$ cat src/rtl/mftwd_params.svh
// constants of the timer and watchdog unit
`ifndef MFTWD_PARAMS_SVH
`define MFTWD_PARAMS_SVH
`define MFTWD_CTRL_ADDR 16'h001c
`define MFTWD_SVC_ADDR 16'hfff0
`define MFTWD_CTRL_RESET 8'h03
`define MFTWD_BIT_TOF 7
`define MFTWD_BIT_PERIODIC_IRQ_FLAG 6
`define MFTWD_BIT_RIPPLE_OVERFLOW_IRQ_ENABLE 5
`define MFTWD_BIT_PERIODIC_IRQ_ENABLE 4
`define MFTWD_BIT_EDGE 3
`define MFTWD_BIT_WDEN 2
`define MFTWD_BIT_RSH 1
`define MFTWD_BIT_RSL 0
`define MFTWD_PRESCALE 4
`define MFTWD_RIPPLE_W 8
`define MFTWD_PER_W 4
`define MFTWD_WD_DIV 8
`define MFTWD_STOP_WAKE_CYC 4064
`define MFTWD_BUS_MHZ_X10 42
`define MFTWD_PER_BASE_DIV 16384
`define MFTWD_RST_VEC_HI 16'hfffe
`define MFTWD_RST_VEC_LO 16'hffff
`endif

$ cat src/rtl/mftwd_pkg.sv
// types of the timer and watchdog unit
package mftwd_pkg;
  typedef enum logic [1:0] {
    MFTWD_RUN,
    MFTWD_HALT,
    MFTWD_WAKE_DELAY
  } mftwd_wd_state_t;
  typedef logic [1:0] mftwd_rate_t;
endpackage

$ cat src/rtl/mftwd_tick_if.sv
// tick and control bundle between the timer core parts
interface mftwd_tick_if;
  logic ripple_tick;
  logic periodic_tick;
  logic [1:0] rate_sel;
  modport source (output ripple_tick, output periodic_tick, input rate_sel);
  modport sink (input ripple_tick, input periodic_tick, output rate_sel);
endinterface

$ cat src/rtl/mftwd_divider.sv
// prescaler, ripple counter and periodic divider
`include "mftwd_params.svh"
module mftwd_divider
  import mftwd_pkg::*;
#(
  parameter int RIPPLE_W = `MFTWD_RIPPLE_W,
  parameter int PER_W = `MFTWD_PER_W
) (
  input wire logic sys_clk,
  input wire logic reset_n,
  mftwd_tick_if.source tk
);
  logic [1:0] pre_ff;
  logic [RIPPLE_W-1:0] ripple_ff;
  // three stages past the base divider cover the slowest rate, eight base periods
  localparam int PER_TOP = PER_W + 3;
  localparam logic [PER_TOP-1:0] PER_ONES = '1;
  logic [PER_TOP-1:0] per_ff;
  logic pre_tick;
  logic ripple_wrap;
  logic [PER_TOP-1:0] per_mask;
  assign pre_tick = (pre_ff == 2'h3);
  assign ripple_wrap = pre_tick && (ripple_ff == {RIPPLE_W{1'b1}});
  assign per_mask = ~(PER_ONES << (PER_W + int'(tk.rate_sel)));
  always_ff @(posedge sys_clk) begin
    if (!reset_n) begin
      pre_ff <= 2'h0;
      ripple_ff <= '0;
      per_ff <= '0;
    end else begin
      pre_ff <= pre_ff + 2'h1;
      if (pre_tick)
        ripple_ff <= ripple_ff + 1'b1;
      if (ripple_wrap)
        per_ff <= per_ff + 1'b1;
    end
  end
  assign tk.ripple_tick = ripple_wrap;
  // base period is 16 wraps; each rate step doubles the wraps needed before a tick
  assign tk.periodic_tick = ripple_wrap && ((per_ff & per_mask) == per_mask);
endmodule

$ cat src/rtl/mftwd_watchdog.sv
// watchdog counter with low power halt and stop wake delay
`include "mftwd_params.svh"
module mftwd_watchdog
  import mftwd_pkg::*;
#(
  parameter int WAKE_CYC = `MFTWD_STOP_WAKE_CYC
) (
  input wire logic sys_clk,
  input wire logic reset_n,
  input wire logic enable,
  input wire logic service,
  input wire logic wait_mode,
  input wire logic stop_mode,
  mftwd_tick_if.sink tk,
  input wire logic [1:0] rate,
  output logic timeout
);
  mftwd_wd_state_t state_ff, nxt_state;
  logic [2:0] cnt_ff;
  logic [12:0] wake_ff;
  logic was_stop_ff;
  logic counting;
  assign tk.rate_sel = rate;
  always_comb begin
    nxt_state = state_ff;
    case (state_ff)
      MFTWD_RUN: if (wait_mode || stop_mode) nxt_state = MFTWD_HALT;
      MFTWD_HALT: if (!wait_mode && !stop_mode) nxt_state = was_stop_ff ? MFTWD_WAKE_DELAY : MFTWD_RUN;
      MFTWD_WAKE_DELAY: if (wake_ff == 13'(WAKE_CYC - 1)) nxt_state = MFTWD_RUN;
      default: nxt_state = MFTWD_RUN;
    endcase
  end
  assign counting = enable && (state_ff == MFTWD_RUN) && !wait_mode && !stop_mode;
  assign timeout = counting && tk.periodic_tick && (cnt_ff == 3'h7) && !service;
  always_ff @(posedge sys_clk) begin
    if (!reset_n) begin
      state_ff <= MFTWD_RUN;
      cnt_ff <= 3'h0;
      wake_ff <= 13'h0;
      was_stop_ff <= 1'b0;
    end else begin
      state_ff <= nxt_state;
      if (stop_mode)
        was_stop_ff <= 1'b1;
      else if (state_ff == MFTWD_RUN)
        was_stop_ff <= 1'b0;
      wake_ff <= (state_ff == MFTWD_WAKE_DELAY) ? wake_ff + 13'h1 : 13'h0;
      if (service || !enable)
        cnt_ff <= 3'h0;
      else if (counting && tk.periodic_tick)
        cnt_ff <= cnt_ff + 3'h1;
    end
  end
  timeout_bound_a: assert property (@(posedge sys_clk) disable iff (!reset_n)
    timeout |-> enable && !service) else $error("timeout while disabled or serviced");
  halt_stops_a: assert property (@(posedge sys_clk) disable iff (!reset_n)
    (wait_mode || stop_mode) |-> !timeout) else $error("timeout in low power");
  wake_delay_a: assert property (@(posedge sys_clk) disable iff (!reset_n)
    (state_ff == MFTWD_HALT && was_stop_ff && !wait_mode && !stop_mode) |=> state_ff == MFTWD_WAKE_DELAY)
    else $error("stop wake skipped delay");
  wait_wake_a: assert property (@(posedge sys_clk) disable iff (!reset_n)
    (state_ff == MFTWD_HALT && !was_stop_ff && !wait_mode && !stop_mode) |=> state_ff == MFTWD_RUN)
    else $error("wait wake delayed");
endmodule

$ cat src/rtl/mftwd_top.sv
// timer, periodic interrupt and watchdog unit with APB slave
//
// Added by the designer: register access over APB.
`include "mftwd_params.svh"
module mftwd_top
  import mftwd_pkg::*;
#(
  parameter int WAKE_CYC = `MFTWD_STOP_WAKE_CYC
) (
  input wire logic sys_clk,
  input wire logic reset_n,
  input wire logic psel,
  input wire logic penable,
  input wire logic pwrite,
  input wire logic [15:0] paddr,
  input wire logic [31:0] pwdata,
  output logic [31:0] prdata,
  output logic pready,
  output logic pslverr,
  input wire logic wait_mode,
  input wire logic stop_mode,
  input wire logic ext_irq_n,
  output logic ext_irq_req,
  output logic ripple_irq,
  output logic periodic_irq,
  output logic wd_reset_req,
  output logic [15:0] reset_vector_addr
);
  mftwd_tick_if tk ();
  logic tof_ff, periodic_irq_flag_ff, ripple_overflow_irq_enable_ff, periodic_irq_enable_ff, edge_only_ff, wden_ff;
  logic [1:0] rate_ff;
  logic [31:0] prdata_ff;
  logic wd_reset_ff;
  logic ext_prev_ff, ext_pend_ff;
  logic acc, wr, rd, hit_ctrl, hit_svc, wr_ctrl, svc_wr, timeout;
  logic [7:0] ctrl_rd;

  // access completes in the first access cycle, so pready is combinational
  assign acc = psel && penable;
  assign wr = acc && pwrite;
  assign rd = acc && !pwrite;
  assign hit_ctrl = (paddr == `MFTWD_CTRL_ADDR);
  assign hit_svc = (paddr == `MFTWD_SVC_ADDR);
  assign wr_ctrl = wr && hit_ctrl;
  assign svc_wr = wr && hit_svc && !pwdata[0];
  assign pready = 1'b1;
  assign pslverr = acc && !hit_ctrl && !hit_svc;
  assign ctrl_rd = {tof_ff, periodic_irq_flag_ff, ripple_overflow_irq_enable_ff, periodic_irq_enable_ff, edge_only_ff, wden_ff, rate_ff};
  assign prdata = prdata_ff;

  mftwd_divider u_div (
    .sys_clk(sys_clk),
    .reset_n(reset_n),
    .tk(tk)
  );

  mftwd_watchdog #(.WAKE_CYC(WAKE_CYC)) u_wd (
    .sys_clk(sys_clk),
    .reset_n(reset_n),
    .enable(wden_ff),
    .service(svc_wr),
    .wait_mode(wait_mode),
    .stop_mode(stop_mode),
    .tk(tk),
    .rate(rate_ff),
    .timeout(timeout)
  );

  assign ripple_irq = tof_ff && ripple_overflow_irq_enable_ff;
  assign periodic_irq = periodic_irq_flag_ff && periodic_irq_enable_ff;
  // level plus edge, or edge only
  assign ext_irq_req = ext_pend_ff || (!edge_only_ff && !ext_irq_n);
  assign wd_reset_req = wd_reset_ff;
  assign reset_vector_addr = `MFTWD_RST_VEC_HI;

  always_ff @(posedge sys_clk) begin
    if (!reset_n) begin
      tof_ff <= 1'b0;
      periodic_irq_flag_ff <= 1'b0;
      ripple_overflow_irq_enable_ff <= 1'b0;
      periodic_irq_enable_ff <= 1'b0;
      edge_only_ff <= 1'b0;
      wden_ff <= 1'b0;
      rate_ff <= 2'h3;
      prdata_ff <= 32'h0;
      wd_reset_ff <= 1'b0;
      ext_prev_ff <= 1'b1;
      ext_pend_ff <= 1'b0;
    end else begin
      if (tk.ripple_tick)
        tof_ff <= 1'b1;
      else if (wr_ctrl && !pwdata[`MFTWD_BIT_TOF])
        tof_ff <= 1'b0;
      if (tk.periodic_tick)
        periodic_irq_flag_ff <= 1'b1;
      else if (wr_ctrl && !pwdata[`MFTWD_BIT_PERIODIC_IRQ_FLAG])
        periodic_irq_flag_ff <= 1'b0;
      if (wr_ctrl) begin
        ripple_overflow_irq_enable_ff <= pwdata[`MFTWD_BIT_RIPPLE_OVERFLOW_IRQ_ENABLE];
        periodic_irq_enable_ff <= pwdata[`MFTWD_BIT_PERIODIC_IRQ_ENABLE];
        edge_only_ff <= pwdata[`MFTWD_BIT_EDGE];
        rate_ff <= pwdata[`MFTWD_BIT_RSH:`MFTWD_BIT_RSL];
      end
      if (wr_ctrl && pwdata[`MFTWD_BIT_WDEN])
        wden_ff <= 1'b1;
      // captured in the setup cycle so the data stands when pready is sampled
      if (psel && !penable && !pwrite)
        prdata_ff <= hit_ctrl ? {24'h0, ctrl_rd} : 32'h0;
      // the reset request holds until the chip reset comes back around
      if (timeout)
        wd_reset_ff <= 1'b1;
      ext_prev_ff <= ext_irq_n;
      if (ext_prev_ff && !ext_irq_n)
        ext_pend_ff <= 1'b1;
      else if (wr_ctrl)
        ext_pend_ff <= 1'b0;
    end
  end

  tof_set_a: assert property (@(posedge sys_clk) disable iff (!reset_n)
    tk.ripple_tick |=> tof_ff) else $error("overflow flag not set");
  tof_clr_a: assert property (@(posedge sys_clk) disable iff (!reset_n)
    (wr_ctrl && !pwdata[7] && !tk.ripple_tick) |=> !tof_ff) else $error("overflow flag not cleared");
  periodic_irq_flag_set_a: assert property (@(posedge sys_clk) disable iff (!reset_n)
    tk.periodic_tick |=> periodic_irq_flag_ff) else $error("periodic flag not set");
  periodic_irq_flag_clr_a: assert property (@(posedge sys_clk) disable iff (!reset_n)
    (wr_ctrl && !pwdata[6] && !tk.periodic_tick) |=> !periodic_irq_flag_ff) else $error("periodic flag not cleared");
  irq_gate_a: assert property (@(posedge sys_clk) disable iff (!reset_n)
    ripple_irq == (tof_ff && ripple_overflow_irq_enable_ff)) else $error("ripple request gating wrong");
  wden_sticky_a: assert property (@(posedge sys_clk) disable iff (!reset_n)
    wden_ff |=> wden_ff) else $error("watchdog enable cleared");
  wd_reset_a: assert property (@(posedge sys_clk) disable iff (!reset_n)
    timeout |=> wd_reset_req) else $error("no reset after timeout");
  flag_keep_a: assert property (@(posedge sys_clk) disable iff (!reset_n)
    (wr_ctrl && pwdata[7] && tof_ff) |=> tof_ff) else $error("one write changed flag");
endmodule

$ cat config.mk
export PLATFORM = sky130hd
export DESIGN_NAME = mftwd_top
export DESIGN_NICKNAME = d
export VERILOG_FILES = /design/src/rtl/mftwd_pkg.sv /design/src/rtl/mftwd_tick_if.sv /design/src/rtl/mftwd_divider.sv /design/src/rtl/mftwd_watchdog.sv /design/src/rtl/mftwd_top.sv
export VERILOG_INCLUDE_DIRS = /design/src /design/src/rtl
export SDC_FILE = /design/constraint.sdc
export NUM_CORES = 1
export LEC_CHECK = 0
export BUFFER_PORTS_ARGS = -buffer_cell sky130_fd_sc_hd__buf_2
export CAP_MARGIN = 10
export CORE_MARGIN = 3
export CORE_UTILIZATION = 40
export DETAILED_ROUTE_END_ITERATION = 8
export GPL_TIMING_DRIVEN = 0
export PLACE_DENSITY = 0.68
export SYNTH_ARGS = -nofsm -noshare
export SYNTH_HDL_FRONTEND = slang
export SYNTH_SLANG_ARGS = --single-unit
$ cat constraint.sdc
create_clock -name sys_clk -period 2.35 [get_ports sys_clk]
set_input_delay 0.47 -clock sys_clk [delete_from_list [all_inputs] [get_ports sys_clk]]
set_output_delay 0.47 -clock sys_clk [all_outputs]
set_load 0.01 [all_outputs]
# Word level (Yosys, flattened, before mapping)

Cells that the tools add are included.

Memories: 0
Latch bits: 0
Memory bits (writable): 0
Bits of input ports: 56
Bits in read-only memories: 0
Register bits: 79
Output and inout bits: 54
Logic and storage cells: 103

Add/sub/neg operators: 6
Bitwise operators: 3
Reduce and logical (&&, ||, !) cells: 49
$mul: 0
Shift-type cells: 1
Equality and inequality tests: 12
Mux-type cells: 14
Order comparisons: 0
Div/mod/pow operators: 0

Operators by type and width:

| cell                                                                    | number |
|---|---|
| 7-bit by 32-bit << shifter with 7-bit output, first input constant      | 1 |
| 1-bit logical AND                                                       | 25 |
| 16-bit equality test, second input constant                             | 1 |
| 16-bit by 5-bit equality test with 1-bit output, second input constant  | 1 |
| 13-bit by 1-bit adder with 13-bit output, second input constant         | 1 |
| 13-bit by 12-bit equality test with 1-bit output, second input constant | 1 |
| 1-bit logical NOT                                                       | 13 |
| 8-bit by 1-bit adder with 8-bit output, second input constant           | 1 |
| 8-bit equality test, second input constant                              | 1 |
| 1-bit two-way mux                                                       | 8 |
| 2-bit two-way mux                                                       | 4 |
| 8-bit two-way mux                                                       | 1 |
| 2-bit nonzero test                                                      | 4 |
| 7-bit by 1-bit adder with 7-bit output, second input constant           | 1 |
| 7-bit bitwise AND                                                       | 1 |
| 7-bit equality test                                                     | 1 |
| 7-bit NOT                                                               | 1 |
| 2-bit by 1-bit != test with 1-bit output, second input constant         | 3 |
| 2-bit one-hot mux with 3 select lines                                   | 1 |
| 3-bit by 2-bit adder with 4-bit output, first input constant            | 1 |
| 2-bit equality test, second input constant                              | 2 |
| 3-bit by 1-bit adder with 3-bit output, second input constant           | 1 |
| 3-bit equality test, second input constant                              | 1 |
| 1-bit logical OR                                                        | 3 |
| 7 further kinds                                                         | 7 |

# Logic depth before layout (Yosys ltp)

Depth after elaboration: 9
Mapped depth: 6
Depth with buffers taken out: 5

# Hierarchy

Synthesis repeated with hierarchy kept, for this count alone.

Cells, all modules: 318
Area total of the unflattened synthesis: 2832.7 sq um

Modules (own cells, without submodules):

| module         | cells each | sequential area each (sq um) | area an instance (sq um) | times used |
|---|---|---|---|---|
| mftwd_top      | 130        | 380.4                        | 1152.4                   | 1 |
| mftwd_watchdog | 97         | 380.4                        | 879.6                    | 1 |
| mftwd_divider  | 91         | 340.3                        | 800.8                    | 1 |

# Worst setup path before layout

OpenSTA, ideal clock, no wires.

Path kind: input to output
Start point: in paddr[5]
End point: out pslverr
Arrival: 1674 ps
Data required time: 1880 ps
Cell stages on the path: 4
Path buffers: 1
Path slack: 206 ps
Cells stage by stage: or4b_1 -> nor3_1 -> clkbuf_1 -> a211oi_1

Word-level cells in the longest chain between the ends: 4
Elaborated cells between the ends (all ways): 6
Classes of those cells: 2 x eq/ne; 4 x reduce/logical

RTL lines:

| item                                                             | line            | source |
|---|---|---|
| start: declaration                                               | mftwd_top.sv:15 | `input wire logic [15:0] paddr,` |
| 16-bit by 5-bit equality test with 1-bit output (no source line) | -               |  |
| 1-bit logical NOT                                                | mftwd_top.sv:47 | `assign pslverr = acc && !hit_ctrl && !hit_svc;` |
| 1-bit logical AND                                                | mftwd_top.sv:47 |  |
| 1-bit logical AND *                                              | mftwd_top.sv:47 |  |
| end: declaration                                                 | mftwd_top.sv:19 | `output logic pslverr,` |

Mark *: on every way between the ends. The rest lies on a longest branch, timed or not.

# Worst setup path after layout

Start point: in paddr[1]
End point: out pslverr

Same word-level chain as after synthesis.

==> summary.txt <==
Synthesis
  – Syn Std Cell Area: 0.002785 mm2
  – Synth area leader: dfxtp_1
  – Synth unique cells: 47
  – Post-synth top area share: 39.53%
  – Main synth FF type: dfxtp_1
  – Sequential area share after synthesis: 39.53%
  – Async S/R FF share, synth: 0%
  – Avg Inst Size Synth: 8.491 um2
  – Syn Inst Count: 328
  – Synth area leaders: dfxtp_1, buf_4, xnor2_1
  – Warnings from Yosys: 0
  – Post-synth EDFFs: 0
  – Number of synthesized register bits: 55

GRT
  – GRT overflow: 0
  – Largest net degree at the start of global routing: 17
  – Total track usage: 14.20%
  – First-pass GRT wire length: 9.080 mm
  – Initial antenna violation count: 0
  – Vias in the first global route: 2,078

Placement
  – Number of port buffers: 44
  – RD Place Congestion: 0.8034
  – DP Area: 0.003248 mm2
  – Final HPWL DP: 4.365 mm
  – DP Cell Count: 488

Finish
  – # fillers: 622
  – Multi-input gate area: 0.001470 mm2
  – Most frequent cells in the layout: dfxtp_1, buf_2, buf_4
  – Final #Nets: 481
  – Reg area: 0.001101 mm2
  – Most common cell after layout, fill and taps aside: dfxtp_1
  – Final Cell Area: 0.003410 mm2
  – Area Overhead vs Synth: 22.42%
  – # diodes: 0
  – Layout cells sized above 1: 25.00%
  – Final core occ: 52.20%
  – Layout Cells excl Fill: 497

Detailed routing
  – Routed WL per cell: 11.37 um
  – ANT nets after route: 0
  – Vias per cell: 4.791
  – DR pass1 iterations: 4
  – Final WL: 5.650 mm
  – DRC: 0
  – Initial DRC Count: 122
  – Via Count: 2,381

Clocking
  – Root Buffer: clkbuf_8
  – CTS Buf Count: 5
  – Clock-pin slew on the worst setup and hold paths: 90 ps
  – CTS tree: yes
  – Clk_lat worst skew: 310 ps
  – Cts hold-fix bufs: 0
  – Max Buffers Root-to-Sink: 2
  – Sink Count: 55
  – H-Tree Depth: 2

Setup path
  – Worst path arrival time: 1810 ps
  – CP Capture Type: primary output
  – Crit start category: primary input
  – Req. time, crit path: 1880 ps
  – CP Max Fanout: 3
  – Setup Crit Path Kind: primary input to primary output

Pwr
  – Lkg Pwr: 1.389 nW
  – Peak VDD IR: 0.3462 mV
  – Pwr/cell area: 537.9 mW/mm2

STA
  – Actual slew at the worst max-slew pin: 984.0 ps
  – F_max: 438.8 MHz
  – Final Setup Violations: 0
  – Final period util: 96.97%
  – Final Hold Viols: 0
  – Final min period: 2279 ps
  – Clock Skew: 7.762 ps
  – Pins Over Slew Limit: 0
  – RSZ-0062 raised after global routing: no
  – Slew headroom: 34.26%
  – Setup TNS Final: 0 ps

Run
  – # Max-Cap Violations: 0

Floorplan
  – Full die area: 0.008000 mm2
  – Core Area: 0.006531 mm2
  – Die W: 89.45 um
  – Die H: 89.45 um
  – Row cnt: 29
  – I/O pins: 110
  – Initial Utilization: 42.64%

Outcome
  – Outcome: finished clean

Worst hold path
  – Worst min path class: primary input to flip-flop
[Yosys cell counts (all sizes together), types with 2 or more instances]
cell / count
nor2: 30
clkbuf: 8
o31ai: 5
and2: 3
and3: 3
o21bai: 2
a211oi: 2
buf: 44
nor4: 5
or3b: 4
ha: 6
xor2: 6
inv: 6
dfxtp: 55
nor2b: 4
nand3: 10
or4: 3
a21oi: 18
o21ai: 10
or3: 5
xnor2: 14
nand4: 18
nor3: 10
o21a: 4
a31oi: 2
and4: 2
nand2: 31
conb: 2
mux2i: 5
[what timing repair did]
item | CTS | global route
pin swaps | 0 | 1
setup endpoints to repair | 1 | 1
buffers inserted | 0 | 1
gates resized for setup | 4 | 4
[kinds of logic after synthesis]
group | count (synthesis) | synth area share, %
AND/OR/NAND/NOR | 138 | 26.60
flip-flops | 55 | 39.53
adder cells (fa/ha/maj) | 6 | 2.695
AO/OA/AOI/OAI | 44 | 9.299
multiplexers | 5 | 1.797
other | 2 | 0.2696
XOR/XNOR | 20 | 6.289
buffers and inverters | 58 | 13.52
[path summary, 6_finish.rpt]
check	start	slack [ps]	end	depth (start not counted)
setup / recovery	paddr[1]	70	pslverr	6
hold / removal	ext_irq_n	370	ext_prev_ff	2
setup reg to reg	u_div.ripple_ff[0]	260	u_wd.cnt_ff[0]	5
hold reg to reg	u_div.pre_ff[0]	430	u_div.pre_ff[0]	1
[worst max-delay path, cell delays in order]
cell and delay, ps:
buf_2 90, or3b_1 410, or4_4 550, nor2_4 90, a211oi_1 50, buf_2 150
[area by class of cell]
cell class	count	area share (%)
multi-input cells	254	43.12
well taps	77	2.826
repair buffers	45	6.679
flip-flops and latches	55	32.29
inverters	6	0.6606
plain buffers	52	10.53
clock inverters	2	1.761
clock buffers	6	2.128
[power by group]
part,switching (W),total (W),internal [W]
logic,0.0000839,0.000167,0.0000834
registers,0.00000535,0.000946,0.000941
clock network,0.000295,0.000720,0.000426
[through the flow]
| stage | setup WS [ps] | power (W) | hold slack, ps |
|---|---|---|---|
| floorplan | 205.9 | 0.001086 | 399.2 |
| global placement | -191.6 | 0.001129 | 407.1 |
| detailed placement | -199.9 | 0.001131 | 415.8 |
| CTS | 22.74 | 0.001846 | 373.7 |
| global route | 6.916 | 0.001907 | 386.5 |
| finish | 71.26 | 0.001834 | 373.1 |
[registers in the layout, indices dropped and copies added, names as in the netlist]
register,cells
u_wd.state_ff,2
u_wd.cnt_ff,3
wd_reset_req,1
prdata,8
periodic_irq_enable_ff,1
ripple_overflow_irq_enable_ff,1
tof_ff,1
wden_ff,1
ext_prev_ff,1
edge_only_ff,1
u_wd.wake_ff,13
u_div.pre_ff,2
u_div.per_ff,7
u_div.ripple_ff,8
u_wd.was_stop_ff,1
periodic_irq_flag_ff,1
rate_ff,2
ext_pend_ff,1
[per-layer routing]
| layer | wire length [um] | vias to the layer above | GRT usage (%) | part of all wire (%) |
|---|---|---|---|---|
| met2 | 2459 | 82 | 22.10 | 44 |
| met4 | 80 | 0 | 4.736 | 1.4 |
| li1 | - | 1245 | - | - |
| met5 | 0 | - | 0 | 0 |
| met3 | 436 | 8 | 4.240 | 7.7 |
| met1 | 2672 | 1046 | 18.81 | 47 |
Note: power is estimated with default switching activity, not from simulation.
